==> src/include/ihp_pkg.sv <==
// Shared constants and types for the indirect host register port
package ihp_pkg;

    // External location map
    localparam logic [2:0] DATA_LOWEST_OFS   = 3'h0;
    localparam logic [2:0] DATA_SECOND_OFS   = 3'h1;
    localparam logic [2:0] DATA_THIRD_OFS    = 3'h2;
    localparam logic [2:0] DATA_HIGHEST_OFS  = 3'h3;
    localparam logic [2:0] SLEEP_LOAD_OFS    = 3'h4;
    localparam logic [2:0] SYNC_TRIGGER_OFS  = 3'h5;
    localparam logic [2:0] LOW_ADDR_OFS      = 3'h6;
    localparam logic [2:0] UPPER_ADDR_OFS    = 3'h7;

    // Field positions
    localparam int UPPER_WR_INC_BIT   = 7;
    localparam int UPPER_RD_INC_BIT   = 6;
    localparam int SYNC_BEAM_BIT      = 6;
    localparam int SYNC_HOP_BIT       = 5;
    localparam int SYNC_START_BIT     = 4;
    localparam int SLEEP_PROG_LSB     = 4;
    localparam int NUM_CHANNELS       = 4;

    // Widths
    localparam int EXT_ADDR_W = 3;
    localparam int EXT_DATA_W = 8;
    localparam int INT_ADDR_W = 12;
    localparam int INT_DATA_W = 32;

    // Reset values
    localparam logic [7:0]  SLEEP_LOAD_RST = 8'h00;
    localparam logic [7:0]  LOW_ADDR_RST   = 8'h00;
    localparam logic [7:0]  UPPER_ADDR_RST = 8'h00;
    localparam logic [31:0] DATA_RST       = 32'h0000_0000;

    // Internal access length
    localparam int INT_ACCESS_CYCLES = 2;

    // Access sequencer, Gray coded along the usual path
    typedef enum logic [1:0] {
        IHP_IDLE = 2'b00,
        IHP_ACC1 = 2'b01,
        IHP_ACC2 = 2'b11,
        IHP_DONE = 2'b10
    } ihp_state_t;

    typedef struct packed {
        logic                  rd;
        logic                  wr;
        logic [INT_ADDR_W-1:0] addr;
        logic [INT_DATA_W-1:0] wdata;
    } ihp_int_req_t;

    typedef struct packed {
        logic [NUM_CHANNELS-1:0] beam;
        logic [NUM_CHANNELS-1:0] hop;
        logic [NUM_CHANNELS-1:0] start;
    } ihp_sync_t;

endpackage : ihp_pkg

==> src/rtl/ihp_port.sv <==
// Indirect host register port: external registers, access sequencer, handshake
// Summary of operation
// Eight external byte locations via 3-bit address and 8-bit data bus.
// Indirect space uses 12-bit address and 32-bit data words.
// Location 7 bits 3:0 hold upper four internal address bits.
// Location 6 holds lower eight internal address bits.
// Upper bit 6 set: increment address after each internal read.
// Upper bit 7 set: increment address after each internal write.
// Locations 0..3 form data word, 0 least significant byte.
// Write to location 0 starts internal write; higher bytes first.
// Read of location 0 starts internal read, loads all bytes.
// Host writes both address registers before triggering an access.
// Each internal access lasts two clock cycles.
// Locations 4 and 5 act directly, no indirect trigger.
// Location 5 write-only: beam, hop, start types and channel selects.
// One sync write issues every selected type to every selected channel.
// Host not using software sync writes sync register all low.
// Location 4 bits 7:4 are per-channel program enables.
// Location 4 bits 3:0 are per-channel sleep; high brings channel up.
// Start sync events clear selected sleep bits.
// Strapped mode: low separate strobes with wait, high data strobe.
// Separate-strobe mode: wait low at indirect access start until internal cycle completes.
// Data-strobe mode: acknowledge low at completion until strobe released.
// Wait/acknowledge output is open drain.
// Multiple accesses allowed while chip select stays low.
`timescale 1ns/1ps

module ihp_port (
    input  wire logic                  i_ref_clk,
    input  wire logic                  i_nrst,
    input  wire logic                  i_mode,
    input  wire logic                  i_cs_n,
    input  wire logic                  i_rd_ds_n,
    input  wire logic                  i_wr_rw,
    input  wire logic [2:0]            i_addr,
    input  wire logic [7:0]            i_data,
    output logic      [7:0]            o_data,
    output logic                       o_data_oe,
    output logic                       o_ack_out,
    output logic                       o_ack_oe,
    output ihp_pkg::ihp_int_req_t      o_int_req,
    input  wire logic [31:0]           i_int_rdata,
    input  wire logic [3:0]            i_pin_start,
    output logic      [3:0]            o_channel_awake,
    output logic      [3:0]            o_prog_enable,
    output ihp_pkg::ihp_sync_t         o_sync
);

    // Reset release through two flops
    logic rst_meta_q;
    logic rst_n_q;

    always_ff @(posedge i_ref_clk or negedge i_nrst) begin
        if (!i_nrst) begin
            rst_meta_q <= 1'b0;
            rst_n_q    <= 1'b0;
        end else begin
            rst_meta_q <= 1'b1;
            rst_n_q    <= rst_meta_q;
        end
    end

    // Strap capture after reset release
    logic mode_q;
    logic strap_done_q;

    always_ff @(posedge i_ref_clk or negedge rst_n_q) begin
        if (!rst_n_q) begin
            strap_done_q <= 1'b0;
        end else begin
            strap_done_q <= 1'b1;
        end
    end

    // Mode pin read once after each reset release, then frozen until the next reset
    always_ff @(posedge i_ref_clk or negedge rst_n_q) begin
        if (!rst_n_q) begin
            mode_q <= 1'b0;
        end else if (!strap_done_q) begin
            mode_q <= i_mode;
        end
    end

    // Strobe decode per handshake style
    logic strobe_on;
    logic is_read;

    always_comb begin
        if (mode_q) begin
            strobe_on = !i_cs_n && !i_rd_ds_n;
            is_read   = i_wr_rw;
        end else begin
            strobe_on = !i_cs_n && (!i_rd_ds_n || !i_wr_rw);
            is_read   = !i_rd_ds_n;
        end
    end

    ihp_pkg::ihp_state_t state_q;
    ihp_pkg::ihp_state_t state_d;
    logic                acc_rd_q;

    logic start_acc;
    logic indirect;
    logic finish;

    assign start_acc = (state_q == ihp_pkg::IHP_IDLE) && strap_done_q && strobe_on;
    assign indirect  = (i_addr == ihp_pkg::DATA_LOWEST_OFS);
    assign finish    = (state_q == ihp_pkg::IHP_ACC2);

    always_comb begin
        state_d = state_q;
        case (state_q)
            ihp_pkg::IHP_IDLE: begin
                if (start_acc) begin
                    state_d = indirect ? ihp_pkg::IHP_ACC1 : ihp_pkg::IHP_DONE;
                end
            end
            ihp_pkg::IHP_ACC1: begin
                state_d = ihp_pkg::IHP_ACC2;
            end
            ihp_pkg::IHP_ACC2: begin
                state_d = ihp_pkg::IHP_DONE;
            end
            ihp_pkg::IHP_DONE: begin
                if (!strobe_on) begin
                    state_d = ihp_pkg::IHP_IDLE;
                end
            end
            default: begin
                state_d = ihp_pkg::IHP_IDLE;
            end
        endcase
    end

    always_ff @(posedge i_ref_clk or negedge rst_n_q) begin
        if (!rst_n_q) begin
            state_q <= ihp_pkg::IHP_IDLE;
        end else begin
            state_q <= state_d;
        end
    end

    // Direction of the access in flight, kept for its completion
    always_ff @(posedge i_ref_clk or negedge rst_n_q) begin
        if (!rst_n_q) begin
            acc_rd_q <= 1'b0;
        end else if (start_acc) begin
            acc_rd_q <= is_read;
        end
    end

    // Address registers with auto increment
    logic [7:0]  low_addr_q;
    logic [7:0]  upper_q;
    logic [11:0] int_addr;
    logic [11:0] int_addr_inc;
    logic        do_inc;

    assign int_addr     = {upper_q[3:0], low_addr_q};
    assign int_addr_inc = int_addr + 12'h001;
    assign do_inc       = finish && (acc_rd_q ? upper_q[ihp_pkg::UPPER_RD_INC_BIT]
                                              : upper_q[ihp_pkg::UPPER_WR_INC_BIT]);

    logic host_wr;
    assign host_wr = start_acc && !is_read;

    always_ff @(posedge i_ref_clk or negedge rst_n_q) begin
        if (!rst_n_q) begin
            low_addr_q <= ihp_pkg::LOW_ADDR_RST;
        end else if (do_inc) begin
            low_addr_q <= int_addr_inc[7:0];
        end else if (host_wr && (i_addr == ihp_pkg::LOW_ADDR_OFS)) begin
            low_addr_q <= i_data;
        end
    end

    // Increment enables kept; bits 5:4 read back as zero
    always_ff @(posedge i_ref_clk or negedge rst_n_q) begin
        if (!rst_n_q) begin
            upper_q <= ihp_pkg::UPPER_ADDR_RST;
        end else if (do_inc) begin
            upper_q <= {upper_q[7:4], int_addr_inc[11:8]};
        end else if (host_wr && (i_addr == ihp_pkg::UPPER_ADDR_OFS)) begin
            upper_q <= {i_data[7:6], 2'b00, i_data[3:0]};
        end
    end

    // Data window, one byte lane per location
    logic [31:0] data_q;

    genvar gb;
    generate
        for (gb = 0; gb < 4; gb++) begin : g_byte
            always_ff @(posedge i_ref_clk or negedge rst_n_q) begin
                if (!rst_n_q) begin
                    data_q[gb*8 +: 8] <= ihp_pkg::DATA_RST[gb*8 +: 8];
                end else if (finish && acc_rd_q) begin
                    data_q[gb*8 +: 8] <= i_int_rdata[gb*8 +: 8];
                end else if (host_wr && (i_addr == 3'(gb))) begin
                    data_q[gb*8 +: 8] <= i_data;
                end
            end
        end
    endgenerate

    // Internal access strobes, held for both access cycles
    always_ff @(posedge i_ref_clk or negedge rst_n_q) begin
        if (!rst_n_q) begin
            o_int_req.rd <= 1'b0;
            o_int_req.wr <= 1'b0;
        end else if (start_acc && indirect) begin
            o_int_req.rd <= is_read;
            o_int_req.wr <= !is_read;
        end else if (finish) begin
            o_int_req.rd <= 1'b0;
            o_int_req.wr <= 1'b0;
        end
    end

    // Address and word captured at the trigger
    always_ff @(posedge i_ref_clk or negedge rst_n_q) begin
        if (!rst_n_q) begin
            o_int_req.addr  <= '0;
            o_int_req.wdata <= '0;
        end else if (start_acc && indirect) begin
            o_int_req.addr  <= int_addr;
            o_int_req.wdata <= {data_q[31:8], i_data};
        end
    end

    // Per-channel sleep, program enable and sync
    logic [3:0] sleep_bit_q;
    logic [3:0] prog_bit_q;
    logic       sleep_wr;
    logic       sync_wr;
    logic       beam_req;
    logic       hop_req;
    logic       start_req;

    assign sleep_wr  = host_wr && (i_addr == ihp_pkg::SLEEP_LOAD_OFS);
    assign sync_wr   = host_wr && (i_addr == ihp_pkg::SYNC_TRIGGER_OFS);
    assign beam_req  = sync_wr && i_data[ihp_pkg::SYNC_BEAM_BIT];
    assign hop_req   = sync_wr && i_data[ihp_pkg::SYNC_HOP_BIT];
    assign start_req = sync_wr && i_data[ihp_pkg::SYNC_START_BIT];

    genvar gc;
    generate
        for (gc = 0; gc < ihp_pkg::NUM_CHANNELS; gc++) begin : g_chan
            logic start_clr;
            assign start_clr = i_pin_start[gc] || (start_req && i_data[gc]);

            // A host write wins over a start clear in the same cycle
            always_ff @(posedge i_ref_clk or negedge rst_n_q) begin
                if (!rst_n_q) begin
                    sleep_bit_q[gc] <= ihp_pkg::SLEEP_LOAD_RST[gc];
                end else if (sleep_wr) begin
                    sleep_bit_q[gc] <= i_data[gc];
                end else if (start_clr) begin
                    sleep_bit_q[gc] <= 1'b0;
                end
            end

            always_ff @(posedge i_ref_clk or negedge rst_n_q) begin
                if (!rst_n_q) begin
                    prog_bit_q[gc] <= ihp_pkg::SLEEP_LOAD_RST[ihp_pkg::SLEEP_PROG_LSB + gc];
                end else if (sleep_wr) begin
                    prog_bit_q[gc] <= i_data[ihp_pkg::SLEEP_PROG_LSB + gc];
                end
            end

            // Levels to the channel
            always_ff @(posedge i_ref_clk or negedge rst_n_q) begin
                if (!rst_n_q) begin
                    o_channel_awake[gc] <= 1'b0;
                    o_prog_enable[gc]   <= 1'b0;
                end else begin
                    o_channel_awake[gc] <= sleep_bit_q[gc];
                    o_prog_enable[gc]   <= prog_bit_q[gc];
                end
            end

            // One-cycle pulses, any mix of types and channels
            always_ff @(posedge i_ref_clk or negedge rst_n_q) begin
                if (!rst_n_q) begin
                    o_sync.beam[gc]  <= 1'b0;
                    o_sync.hop[gc]   <= 1'b0;
                    o_sync.start[gc] <= 1'b0;
                end else begin
                    o_sync.beam[gc]  <= beam_req && i_data[gc];
                    o_sync.hop[gc]   <= hop_req && i_data[gc];
                    o_sync.start[gc] <= start_req && i_data[gc];
                end
            end
        end
    endgenerate

    // Read data mux
    logic [7:0] rd_byte;

    always_comb begin
        case (i_addr)
            ihp_pkg::DATA_LOWEST_OFS: begin
                rd_byte = data_q[7:0];
            end
            ihp_pkg::DATA_SECOND_OFS: begin
                rd_byte = data_q[15:8];
            end
            ihp_pkg::DATA_THIRD_OFS: begin
                rd_byte = data_q[23:16];
            end
            ihp_pkg::DATA_HIGHEST_OFS: begin
                rd_byte = data_q[31:24];
            end
            ihp_pkg::SLEEP_LOAD_OFS: begin
                rd_byte = {prog_bit_q, sleep_bit_q};
            end
            ihp_pkg::SYNC_TRIGGER_OFS: begin
                rd_byte = 8'h00;
            end
            ihp_pkg::LOW_ADDR_OFS: begin
                rd_byte = low_addr_q;
            end
            ihp_pkg::UPPER_ADDR_OFS: begin
                rd_byte = upper_q;
            end
            default: begin
                rd_byte = 8'h00;
            end
        endcase
    end

    always_ff @(posedge i_ref_clk or negedge rst_n_q) begin
        if (!rst_n_q) begin
            o_data <= 8'h00;
        end else if (finish && acc_rd_q) begin
            o_data <= i_int_rdata[7:0];
        end else if (start_acc && is_read && !indirect) begin
            o_data <= rd_byte;
        end
    end

    // Bus driven from the taken read until its strobe is released
    always_ff @(posedge i_ref_clk or negedge rst_n_q) begin
        if (!rst_n_q) begin
            o_data_oe <= 1'b0;
        end else if (start_acc && is_read) begin
            o_data_oe <= 1'b1;
        end else if (!strobe_on) begin
            o_data_oe <= 1'b0;
        end
    end

    // Open-drain wait/acknowledge: pin only ever pulled low
    always_ff @(posedge i_ref_clk or negedge rst_n_q) begin
        if (!rst_n_q) begin
            o_ack_out <= 1'b0;
        end else begin
            o_ack_out <= 1'b0;
        end
    end

    // Pin pulled low: wait during access, or acknowledge after it
    always_ff @(posedge i_ref_clk or negedge rst_n_q) begin
        if (!rst_n_q) begin
            o_ack_oe <= 1'b0;
        end else if (!mode_q) begin
            if (start_acc && indirect) begin
                o_ack_oe <= 1'b1;
            end else if (finish) begin
                o_ack_oe <= 1'b0;
            end
        end else if (finish || (start_acc && !indirect)) begin
            o_ack_oe <= 1'b1;
        end else if (!strobe_on) begin
            o_ack_oe <= 1'b0;
        end
    end

endmodule : ihp_port

==> config.mk <==
export PLATFORM = sky130hd
export DESIGN_NAME = ihp_port
export DESIGN_NICKNAME = d
export VERILOG_FILES = /design/src/include/ihp_pkg.sv /design/src/rtl/ihp_port.sv
export SDC_FILE = /design/constraint.sdc
export NUM_CORES = 1
export LEC_CHECK = 0
export BUFFER_PORTS_ARGS = -buffer_cell sky130_fd_sc_hd__clkbuf_2
export CAP_MARGIN = 10
export CORE_ASPECT_RATIO = 0.9
export CORE_UTILIZATION = 43
export DETAILED_ROUTE_END_ITERATION = 10
export GPL_TIMING_DRIVEN = 0
export PLACE_DENSITY = 0.66
export SETUP_SLACK_MARGIN = 0.1
export SYNTH_ARGS = -nofsm -noshare
export SYNTH_HDL_FRONTEND = slang
export SYNTH_SLANG_ARGS = --single-unit
==> constraint.sdc <==
create_clock -name i_ref_clk -period 5.35 [get_ports i_ref_clk]
set_input_delay 1.07 -clock i_ref_clk [delete_from_list [all_inputs] [get_ports i_ref_clk]]
set_output_delay 1.07 -clock i_ref_clk [all_outputs]
set_load 0.005 [all_outputs]
==> results of run 1 <==
metal layers:
layer,up-vias,share of wire [%],wire length [um]
li1,2168,-,-
met3,34,7.8,1280
met1,2357,46,7550
met5,-,0,0
met2,219,44,7220
met4,0,2.0,325
state kept, by name (all words and copies together), names as in the netlist, 2 cells and up:
name,cells
o_sync,12
state_q,2
prog_bit_q,4
sleep_bit_q,4
low_addr_q,8
o_int_req,46
o_prog_enable,4
o_channel_awake,4
o_data,8
data_q,24
upper_q,6
area by class of cell:
class                      count  area share (%)
multi-input combinational    347            33.6
buffer                        32            1.94
clock buffer                  23            6.37
inverter                      17           0.869
timing repair buffer         126            8.90
sequential                   129            44.0
tap                          168            2.86
clock inverter                 9            1.47
power groups by stage:
stage	clock [mW]	combinational [mW]	sequential, mW
2_1_floorplan	0	0.331	1.35
3_3_place_gp	0	0.529	1.40
3_5_place_dp	0	0.559	1.40
4_1_cts	1.15	0.565	1.38
5_1_grt	1.20	0.624	1.41
6_report	1.13	0.562	1.39
cell families (layout without fill, tap and decap cells):
| kind of cell | count (synthesis) | after routing | share of synthesized area [%] |
|---|---|---|---|
| compound gates | 84 | 84 | 11.0 |
| fa+ha+maj | 1 | 1 | 0.212 |
| buf+inv | 49 | 207 | 3.50 |
| other cells | 2 | 3 | 0.127 |
| simple gates | 177 | 177 | 15.0 |
| mux | 78 | 78 | 14.8 |
| flops | 129 | 129 | 54.8 |
| xor+xnor | 4 | 4 | 0.594 |
how the worst max path moves through the flow:
stage                     startpoint  cells past startpoint       endpoint  slack [ns]
after floorplan              rst_n_q                      0       acc_rd_q        1.49
after global placement       rst_n_q                      0      o_data[5]        0.16
after detailed placement   i_addr[2]                      6  o_int_req[34]        1.82
after CTS                  i_addr[2]                      6  o_int_req[26]        2.22
after global routing         i_wr_rw                      6  o_int_req[35]        2.05
final                        i_wr_rw                      6  o_int_req[26]        2.24
cell usage in the layout (no fill, tap or decap), drive strengths merged, types with 5 or more instances in the layout:
cell    count
a21oi      18
a221o       7
a32o        5
and2        9
buf         9
clkbuf    172
clkinv      5
dfrtp     129
inv        17
mux2       64
mux2i      13
nand2      76
nand2b      6
nand3      17
nor2       20
nor3       15
nor4       10
o211ai     11
o21ai      15
==> results.md, run 1 <==
- The run finished, with violations left.
- The checks that failed: design-rule violations.
- The area after detailed placement is between 0.006 and 0.007 mm2.
- In the synthesized netlist the dominant register cell turns out to be dfrtp_1.
- The placeable core area is 0.0134 mm2.
- Counting stages on the worst path, the most repeated cell is clkbuf_1.
- Counting both buffers and inverters, the worst setup path holds a total of 3.
- Before antenna repair, the detailed router went through 9 iterations.
- Once layout is complete, the utilization of the core stands at a little over half.
- The first routing iteration left between 400 and 500 violations.
- The final total negative setup slack is 0 ns.
- The number of antenna violations at the first check in global routing is 0.
- The fraction of power spent switching nets is approximately 28%.
- Summed over all nets, the half-perimeter wirelength after detailed placement is roughly 12000 um.
- For this run, the total global-route usage over all layers was measured as 24.3%.
- The global routing met1 resource utilization is 34.5%.
- The launch point of the worst hold path is rst_meta_q.
- STA puts the critical path data arrival time at between 3 and 4 ns.
- By instance count, the leading cell after synthesis is dfrtp_1.
- The clock insertion delay at the later pin of the skew report is roughly 0.42 ns.
- The final-report max-slew violation count came to 0.
- The post-synthesis instance area is 0.00589 mm2.
- Summed over all instances, the cell type with the most area after synthesis is dfrtp_1.
- The cell with the biggest individual delay on the critical path is clkbuf_1.
- The peak supply drop is 0.216 mV.
- For flop-to-flop paths, the worst setup slack is 2.53 ns.
- The largest net degree at the start of global routing is 68.
- The maximum single-stage delay on the critical path is approximately 0.59 ns.
- The final wirelength is ~16000 um.
- The startpoint kind of the worst setup timing path is an input pin.
- Relative to the synthesized area, the layout overhead comes to 24.5%.
- The first global-routing pass estimated 25700 um of wire.
- For the pin with the worst max-slew slack, the measured transition is about 0.88 ns.
- The post-route fraction of the period consumed by the critical path is 58.2%.
- The final layout contains just over 700 nets.
- After synthesis, the netlist uses between 60 and 70 different library cells.
- The height of the die is roughly 110 um.
- The number of hold violations in the final report is 0.
- Across the run, the number of max-cap violations was 0.
- The path class of the tightest hold or removal check is flip-flop to flip-flop.
- The proportion of layout cells with a drive suffix above 1 is about a third.
- Setup violations remaining at the end of the flow were counted as 0.
- The flip-flop and latch count after synthesis is roughly 130.
- The number of remaining DRC errors is 12.
- The clock period minus final worst setup slack is 3.11 ns.
- The number of nets with antenna violations after detailed routing is 0.
- For this run, the top clock speed supported by timing is between 300 and 400 MHz.
- After detailed placement, the design holds a cell count of 819.
- The number of filler instances in the final layout is ~1.2k.
- Post-CTS repair changed the size of 0 cells.
- The synthesized netlist cell count is approximately 520.
- The total die area is 0.0142 mm2.
- In this run the power spent charging and discharging nets is approximately 0.88 mW.
- The post-CTS repair timing setup buffer count is 0.
- For this design the top-level I/O count stands at 130.
- The share of total power in sequential cells is between 40% and 50%.
- The worst register-to-register path ends at o_int_req[26].
- In this run, the combinational gates consume a little under a fifth of the power.
- In this run the tool buffered the top-level ports with approximately 130 buffer cells.
- The number of H-tree levels is 4.
- Sorting the synthesized cells by how often they occur yields 129 x dfrtp_1, 76 x nand2_1, 64 x mux2_2.
- The final worst slack is 2.24 ns.
- The area taken by flip-flops and latches is around 0.0032 mm2.
- The largest fanout on the critical path is 10.
- The number of cells on the worst hold path is 0.
- The number of flops mapped to enable cells by yosys is 0.
- The floorplan row count is 40.
- The power density of the placed cells is approximately 420 mW/mm2.
- The internal power of the cells is ~2.2 mW.
- TritonCTS built the clock tree.
- In the global route stage, met2 resource usage came out at between 30% and 40%.
- The last weighted congestion value of the routability-driven placer is between 0.8 and 0.9.
- The worst reg2reg path depth is 6.
- The detailed router placed approximately 4.8k vias in this run.
- The tightest hold path in the finished design has a slack of 0.351 ns.
- In the global route stage, met3 resource usage came out at under 10%.
- The worst slack at placement is roughly 1.8 ns.
- At the worst endpoint, the required time is 5.64 ns.
- The routing layer with the top usage in global route is met2.
- After synthesis, the share of flip-flops with an asynchronous set or reset is 100%.
- Setup repair after global routing left no endpoint under its margin.
- For this run, the number of Yosys warnings is 0.
- After detailed routing, the average wire length per cell comes to 19.2 um.
- The synthesized area per cell is around 11 um2.
- Once the floorplan was initialized, standard cells occupied around 44% of the core.
- The longest clock path from root to sink contains 2 buffers.
- The worst hold path terminates at rst_n_q.
- Leaving out filler cells and counting taps, the final layout contains about 850.
- Measured against its own limit, the worst slew margin works out to 41.0%.
- The family with the most delay on the worst path is buffers and inverters.
- Summing all non-filler instances in the final layout gives an area of 0.00734 mm2.
- Overall power consumption after layout is estimated at 3.08 mW.
- The combined area of the multi-input logic cells is roughly 0.0025 mm2.
- The path type of the worst setup path is input pin to flip-flop.
- The post-synthesis sequential area ratio is between 50% and 60%.
- The number of global-route vias before repair is between 4k and 5k.
- Ranked by total cell area, the synthesized netlist is headed by dfrtp_1 55%, mux2_2 12%, nand2_1 4.8%, mux2i_1 2.2%, clkbuf_1 1.5%.
- The total clock sinks is 129.
- The die extent in x is 125 um.
- After global routing the overflow that remains totals 0.
- The analysis attributes to cell leakage a power of around 3.6 nW.
- The total clock buffers created by CTS is 17.
- CTS placed an instance of clkbuf_16 at the clock tree root.
- The antenna cell count is 0.
- Clock-pin slew was measured on the worst setup and hold paths at around 0.06 ns.
- The clock network accounts for a little under two fifths of the total power.
- The capturing element type of the critical path is a flip-flop.
- The clock arrives with 0.00840 ns of skew.
- The top cell type's share of synthesized area is 54.8%.
- The origin of the critical flop-to-flop path is mode_q.
- In this run, post-CTS hold repair placed 0 buffers.
- The detail-routed via count per cell is 5.61.
- The critical path goes through clkbuf_1 -> o21ai_0 -> nand3_1 -> clkbuf_1 -> clkbuf_1 -> mux2_2.
Power figures use the tool's default switching activity.
==> inputs of run 2 (changes only) <==
--- a/config.mk
+++ b/config.mk
@@ -5,13 +5,14 @@
 export SDC_FILE = /design/constraint.sdc
 export NUM_CORES = 1
 export LEC_CHECK = 0
+export ABC_AREA = 1
 export BUFFER_PORTS_ARGS = -buffer_cell sky130_fd_sc_hd__clkbuf_2
 export CAP_MARGIN = 10
 export CORE_ASPECT_RATIO = 0.9
 export CORE_UTILIZATION = 43
 export DETAILED_ROUTE_END_ITERATION = 10
 export GPL_TIMING_DRIVEN = 0
-export PLACE_DENSITY = 0.66
+export PLACE_DENSITY = 0.68
 export SETUP_SLACK_MARGIN = 0.1
 export SYNTH_ARGS = -nofsm -noshare
 export SYNTH_HDL_FRONTEND = slang
==> constraint.sdc (replaced) <==
create_clock -name i_ref_clk -period 2.5 [get_ports i_ref_clk]
set_input_delay 0.5 -clock i_ref_clk [delete_from_list [all_inputs] [get_ports i_ref_clk]]
set_output_delay 0.5 -clock i_ref_clk [all_outputs]
set_load 0.005 [all_outputs]
==> run 2 against run 1 <==
The flow now finishes without violations. Sequential share of layout area down 0.67 points. Die area rose by 1.4%. Clock skew down 0.0031 ns. Clock power up 110%. Non-clock buffer count is 2 lower. Critical path type is now flip-flop to flip-flop. Critical endpoint is now upper_q[1]. Largest power group unchanged.
==> results.md, run 2 <==
- The final wirelength is 17300 um.
- The area taken by flip-flops and latches is 0.00323 mm2.
- After synthesis, the most frequently instantiated cells are 253 x nand2_1, 129 x dfrtp_1, 78 x o21ai_0.
- The flip-flop and latch count after synthesis is approximately 130.
- The most frequently used flop master after synthesis is dfrtp_1.
- The largest net degree at the start of global routing is between 60 and 70.
- Of the available clock period, the critical path in the final layout requires around four fifths.
- Leaving out fill and tap cells, the most frequent cells in the layout are 253 x nand2_1, 128 x dfrtp_1, 127 x clkbuf_2.
- The capturing element type of the critical path is a flip-flop.
- Hold is met by 0.305 ns.
- The top cell type's share of synthesized area is 54.0%.
- The violation count after the first detailed-routing iteration is ~520.
- Based on the critical path, the design can be clocked at up to between 500 and 600 MHz.
- In this run the power density over the cells is 978 mW/mm2.
- The aggregate global-route resource usage is between 20% and 30%.
- The leakage power of the design is 3.99 nW.
- After filler insertion, the fill cell instance count of the layout stands at 1290.
- The number of primary I/O pins is 130.
- The normalized max-slew margin is between 40% and 50%.
- The combined area of the multi-input logic cells is about 0.0023 mm2.
- The global-route wire length before repair is roughly 28000 um.
- dfrtp_1 takes more of the synthesized area than any other cell.
- Counting along the longest clock path gives a buffer depth of 2.
- The path type of the worst min-delay path is input pin to flip-flop.
- The number of antenna violations at the first check in global routing is 1.
- More flip-flops sit in one register than any other, and that register is o_int_req.
- 0 antenna diodes ended up in the layout.
- The library cell used most frequently in the layout, excluding fill and tap cells, is nand2_1.
- Setup repair after global routing left no endpoint under its margin.
- The floorplan row count is 40.
- Clock tree synthesis selected as its root buffer the cell clkbuf_16.
- The clock net in this run drives a total of around 130 sinks.
- The post-CTS repair timing setup buffer count is 0.
- For this configuration, the core starts out at a cell density of 44.4%.
- Of the synthesized area, sequential elements account for a little over half.
- The clock insertion delay at the later pin of the skew report is around 0.42 ns.
- The distinct cell type count after synthesis is 32.
- The worst setup path is of the flip-flop to flip-flop kind.
- Counting tap cells, the placed design contains a total of slightly above 1k instances.
- Along the worst path, the maximum fanout reaches 10.
- The die extent in x is approximately 130 um.
- The congestion estimate from routability-driven global placement came to 0.900.
- The placeable core area is about 0.013 mm2.
- Once detailed placement completed, the half-perimeter wirelength came to roughly 13000 um.
- The post-CTS resize count is 0.
- The total die area is ~0.014 mm2.
- Data arrives at the worst endpoint at about 2.3 ns.
- The height of the die is 114 um.
- The pre-antenna-repair detailed-routing pass consisted of 5 iterations.
- The number of cells in the finished layout apart from fillers is about 1.1k.
- The register with the most flip-flops in the layout has 46 of them.
- At the pin with the least slew margin, the transition time is approximately 0.83 ns.
- The final-report max-slew violation count is 0.
- The clock tree from TritonCTS is done.
- Among all cell types in the netlist, the one instantiated most often is nand2_1.
- The synthesized design contains 0 enable-type register cells.
- The total clock buffers created by CTS is 17.
- The number of warnings reported in the yosys synthesis log is 0.
- After detailed routing, the number of remaining DRC violations is 0.
- After clock tree synthesis, the clock-pin slew on the worst setup and hold paths is about 0.060 ns.
- The final count of negative-setup-slack endpoints is 0.
- After detailed routing, the average wire length per cell comes to between 15 and 20 um.
- After layout, the minimum clock period comes to between 1.5 and 2 ns.
- At the end of the flow, the number of nets in the layout was between 900 and 1k.
- Summing over every cut layer, the via total after detailed routing is between 5k and 6k.
- The number of nets with antenna violations after detailed routing is 0.
- After clock tree synthesis, the flow added hold-fix buffers numbering 1.
- IR analysis of the VDD net gives a maximum drop of 0.678 mV.
- The async set-reset flop share out of synthesis is 100%.
- The reported max-cap violation count is 0.
- The final total negative setup slack is 0 ns.
- The quantity of I/O buffers inserted on ports is ~130.
- The number of H-tree levels is 4.
- Summed over all layers, the global routing overflow is 0.
- The number of global-route vias before repair is slightly above 5k.
- The flow ran to the end, and the final reports show no timing, DRC or antenna violations.
- Data on the critical path is required at its endpoint by approximately 2.9 ns.
- The startpoint kind of the worst setup timing path is a flip-flop.
- After synthesis, the cell types taking the most area are dfrtp_1 54%, nand2_1 16%, o21ai_0 6.5%, inv_1 4.0%, nand3_1 3.6%.
- A synthesized cell averages around 8.1 um2.
- The number of hold violations in the final report came to 0.
- The synthesized netlist cell count is 742.
- The post-synthesis instance area is approximately 0.006 mm2.
- The worst-case clock skew is between 0.005 and 0.006 ns.
- The detail-routed via count per cell is approximately 5.2.
- The area added between synthesis and finish is 24.6%.
- Cells with a size suffix above 1 make up between 20% and 30% of the layout.
[run 2: changes by cell type in the layout (fill, tap and decap cells not counted), moves of 14 or more]
cell and change:
mux2_2 -62, inv_1 +47, o21ai_1 +15, nand4_1 +15
nand2_1 +177, nand3_1 +26, nor2_1 +35, o21ai_0 +63
clkbuf_1 -14
[run 2: metrics by stage]
step                      total power, mW  utilization, %  setup slack [ns]  instance area [um2]
after floorplan                      4.06               -             0.352                 5990
after global placement               4.81            50.7            -0.475                 6830
after detailed placement             4.87            51.0             0.531                 6860
after CTS                            7.32            55.4             0.614                 7450
after global routing                 7.74            55.4             0.479                 7450
final                                7.29            55.4             0.544                 7450
[run 2: cells by family (layout without fill, tap and decap cells)]
group	after synthesis	count (layout)	synth area share [%]
AND/OR/NAND/NOR	400	400	28.9
flip-flops	129	129	54.0
AO/OA/AOI/OAI	110	110	9.54
buffers and inverters	98	259	6.84
other	2	3	0.126
multiplexers	2	2	0.377
adder cells (fa/ha/maj)	1	1	0.209
[run 2: cell type report]
type	count	share of cell area, %
timing repair buffer	129	9.03
tap	168	2.82
clock buffer	19	5.94
multi-input combinational	516	31.5
buffer	27	1.91
clock inverter	13	1.86
inverter	71	3.58
sequential	129	43.4
[run 2: per-layer routing]
layer	GRT usage (%)	routed length (um)	share of wire (%)
met1	35.5	7850	45
met2	37.6	7450	43
met3	7.04	1590	9.2
met4	9.96	350	2.0
met5	0	12	0.070
[run 2: worst paths after layout]
check | cells after the start | slack (ns) | startpoint | endpoint
max in group asynchronous | 1 | 1.28 | rst_n_q | o_data[7]
max reg2reg | 7 | 0.54 | state_q[1] | upper_q[1]
min | 3 | 0.30 | i_int_rdata[6] | o_data[6]
max | 7 | 0.54 | state_q[1] | upper_q[1]
min reg2reg | 0 | 0.35 | rst_meta_q | rst_n_q
min in group asynchronous | 2 | 0.40 | i_nrst | rst_n_q
[run 2: worst max-delay path: stages (launching register included)]
cell and delay [ns]:
dfrtp_1 0.42, nand2_1 0.24, nor2_1 0.10, o21ai_2 0.18, clkinv_1 0.38, nor2_1 0.34, nand4_1 0.14, nand3_1 0.08
[run 2: power breakdown]
group	leakage [nW]	internal (mW)	switching [mW]
registers	1.64	2.75	0.505
clock network	0.271	1.49	0.936
logic	2.08	0.662	0.950
==> inputs of run 3 (changes only) <==
==> constraint.sdc (replaced) <==
create_clock -name i_ref_clk -period 1.66 [get_ports i_ref_clk]
set_input_delay 0.332 -clock i_ref_clk [delete_from_list [all_inputs] [get_ports i_ref_clk]]
set_output_delay 0.332 -clock i_ref_clk [all_outputs]
set_load 0.005 [all_outputs]
==> run 3 against run 2 <==
The run now ends with negative setup slack left. Sequential share of layout area is 4.0 points lower. Clock skew is 0.0032 ns higher. Hold slack worse by 0.17 ns. Routed wire length up 7.7%. Clock power is 60% higher. Final cell count is 3.5% higher. Fmax is 17% higher. Combinational power rose by 81%. Critical path depth is 2 higher. Core utilization up 5.7 points. Clock-buffer cell count is 2 lower. Global-route usage is 1.0 points higher. Critical path type unchanged. Largest power group unchanged.
==> results.md, run 3 (synthesis results as in run 2) <==
- The placeable core area is 0.0135 mm2.
- In the global route stage, overall resource usage came out at between 20% and 30%.
- The number of global-route vias before repair is roughly 5.4k.
- The number of remaining DRC errors is 0.
- From synthesis to final layout, the design area changed by 37.5%.
- The normalized max-slew margin is a little under half.
- The final wirelength is about 19000 um.
- The final reports fail on negative setup slack.
- The clock period minus final worst setup slack is around 1.7 ns.
- The number of nets in the layout is between 900 and 1k.
- The capturing element type of the critical path is a flip-flop.
- The peak supply drop is 0.804 mV.
- The first global-routing pass estimated 28600 um of wire.
- For this design the total switching power over the nets is 3.91 mW.
- After routing the design area is between 0.008 and 0.009 mm2.
- Of the cells placed in the final design, the portion with a size suffix greater than 1 is between 30% and 40%.
- The cell with the biggest individual delay on the critical path is dfrtp_1.
- The clock tree from TritonCTS is done.
- The run finished, with violations left.
- In the final routed layout, each cell accounts on average for ~17 um.
- The quantity of I/O buffers inserted on ports is about 130.
- The combined buffer and inverter count along the critical path is 3.
- The internal portion of the total power is between 7 and 8 mW.
- The worst slack at placement is -0.202 ns.
- The height of the die is ~110 um.
- The antenna cell count is 0.
- The area taken by flip-flops and latches is between 0.003 and 0.004 mm2.
- The number of filler instances in the final layout is about 1.2k.
- The slew of the pin with the lowest slew margin is 0.796 ns.
- The flip-flop count of the largest register after layout is 46.
- Using the TritonRoute via totals, the vias-per-cell ratio works out to 5.23.
- The violation count after the first detailed-routing iteration is roughly 630.
- The detail route stage leaves a number of antenna-violating nets equal to 0.
- At the worst endpoint, the required time is between 2 and 2.5 ns.
- For the worst-skew pair, the clock arrives at the later sink with an insertion delay of about 0.43 ns.
- Data arrives at the worst endpoint at slightly above 2 ns.
- The post-route fraction of the period consumed by the critical path is 101%.
- The reported max-cap violation count is 0.
- Setup slack on the critical path of the routed design comes to -0.0161 ns.
- The die covers between 0.01 and 0.015 mm2.
- The total clock buffers created by CTS is 17.
- The H-tree was split into 4 levels.
- The number of hold violations in the final report was 0.
- The worst-case clock skew is between 0.008 and 0.009 ns.
- The number of antenna violations at the first check in global routing is 0.
- The path type of the worst setup path is flip-flop to flip-flop.
- The family with the most delay on the worst path is simple AND/OR/NAND/NOR gates.
- The placed wire-length estimate is 12500 um.
- Traced cell by cell, the critical path runs through inv_2 -> o21ai_4 -> inv_2 -> nor2_8 -> nand2_4 -> nand2_8 -> buf_6 -> nand2_2 -> o21ai_1.
- The residual overflow from global routing is 0.
- Combinational logic burns 24.9% of the power.
- Before antenna repair, the detailed router went through 5 iterations.
- Dividing total power by cell area gives a power density of roughly 1400 mW/mm2.
- The area after detailed placement is between 0.006 and 0.007 mm2.
- The placed instance count is a little over 1k.
- The largest single stage delay on the critical path is ~0.43 ns.
- The maximum frequency from static timing analysis is ~600 MHz.
- The register with the highest flop count is o_int_req.
- Summed over all cells, the static leakage comes to about 4.4 nW.
- Setup repair after global routing could not meet its margin everywhere.
- The share of total power dissipated in sequential elements is a little over two fifths.
- The final-report max-slew violation count is 0.
- Detailed routing inserted a total of 5804 vias.
- The commonest non-fill, non-tap cell in the layout is nand2_1.
- The tightest min-delay check is of the input pin to flip-flop type.
- The startpoint kind of the worst setup timing path is a flip-flop.
- Setup violations remaining at the end of the flow were counted as 4.
- The tree is rooted in a clkbuf_16.
- Entering global routing, the biggest net connects slightly above 70 pins.
- Net switching is about a third of the power.
- Summing all multi-input logic gate instances after layout gives ~0.0027 mm2.
- The last weighted congestion value of the routability-driven placer is slightly above 0.9.
- The total clock sinks is ~130.
- The die is around 130 um wide.
- The clock input transition at the sequential cells of the worst setup and hold paths is ~0.060 ns.
- For this configuration, the core starts out at a cell density of 44.4%.
- The clock network accounts for about 33% of the total power.
- The largest fanout on the critical path is 7.
- Leaving out fill and tap cells, the most frequent cells in the layout are 230 x nand2_1, 130 x clkbuf_2, 127 x dfrtp_1.
- The number of primary I/O pins is 130.
- Leaving out filler cells and counting taps, the final layout contains ~1.1k.
- The floorplan row count is 40.
- The clock tree buffer depth is 2.
- Counting stages on the worst path, the most repeated cell is inv_2.
run 3: final cells by class:
type,instances,area share (%)
tap,168,2.56
buffer,26,2.15
multi-input combinational,516,32.9
inverter,71,3.26
sequential,129,39.3
timing repair buffer,167,12.4
clock buffer,17,5.17
clock inverter,15,2.25
run 3: power groups by stage:
stage,Combinational (mW),Sequential [mW],Clock (mW)
global placement,2.31,4.95,0
CTS,2.69,4.89,3.89
floorplan,1.32,4.79,0
global route,3.28,5.03,4.04
finish,2.91,4.92,3.86
detailed placement,2.40,4.93,0
run 3: worst paths after layout:
kind	depth (start not counted)	start	endpoint	slack, ns
setup / recovery	9	mode_q	data_q[21]	-0.02
hold / removal	3	i_int_rdata[3]	o_data[3]	0.13
setup reg to reg	9	mode_q	data_q[21]	-0.02
hold reg to reg	0	rst_meta_q	rst_n_q	0.35
max in group asynchronous	1	rst_n_q	state_q[1]	0.43
min in group asynchronous	2	i_nrst	rst_n_q	0.22
run 3: worst min-delay path, cell delays in order:
cell      delay, ns
clkbuf_2       0.08
nand2_1        0.05
a21oi_1        0.05
run 3: per-stage QoR:
step	utilization [%]	setup TNS (ns)	hold WS, ns	total power [mW]
6_report	61.1	-0.0368	0.133	11.7
5_1_grt	61.1	-3.06	0.142	12.4
4_1_cts	59.1	0	0.125	11.5
3_5_place_dp	51.0	-9.05	0.121	7.33
3_3_place_gp	50.8	-30.16	0.119	7.26
2_1_floorplan	-	0	0.0364	6.11
run 3: what timing repair did:
action,4_1_cts,5_1_grt
gates cloned,4,0
setup buffers,28,8
endpoints found under the setup margin,113,115
endpoints found under the hold margin,2,0
gates resized for setup,87,75
hold buffers,1,0
pin swaps,15,17
run 3: per-layer routing:
metal / global-route usage [%] / routed length, um
met3: 6.47 / 1450
met1: 38.1 / 8550
met2: 39.5 / 8180
met5: 0 / 0
met4: 7.79 / 406
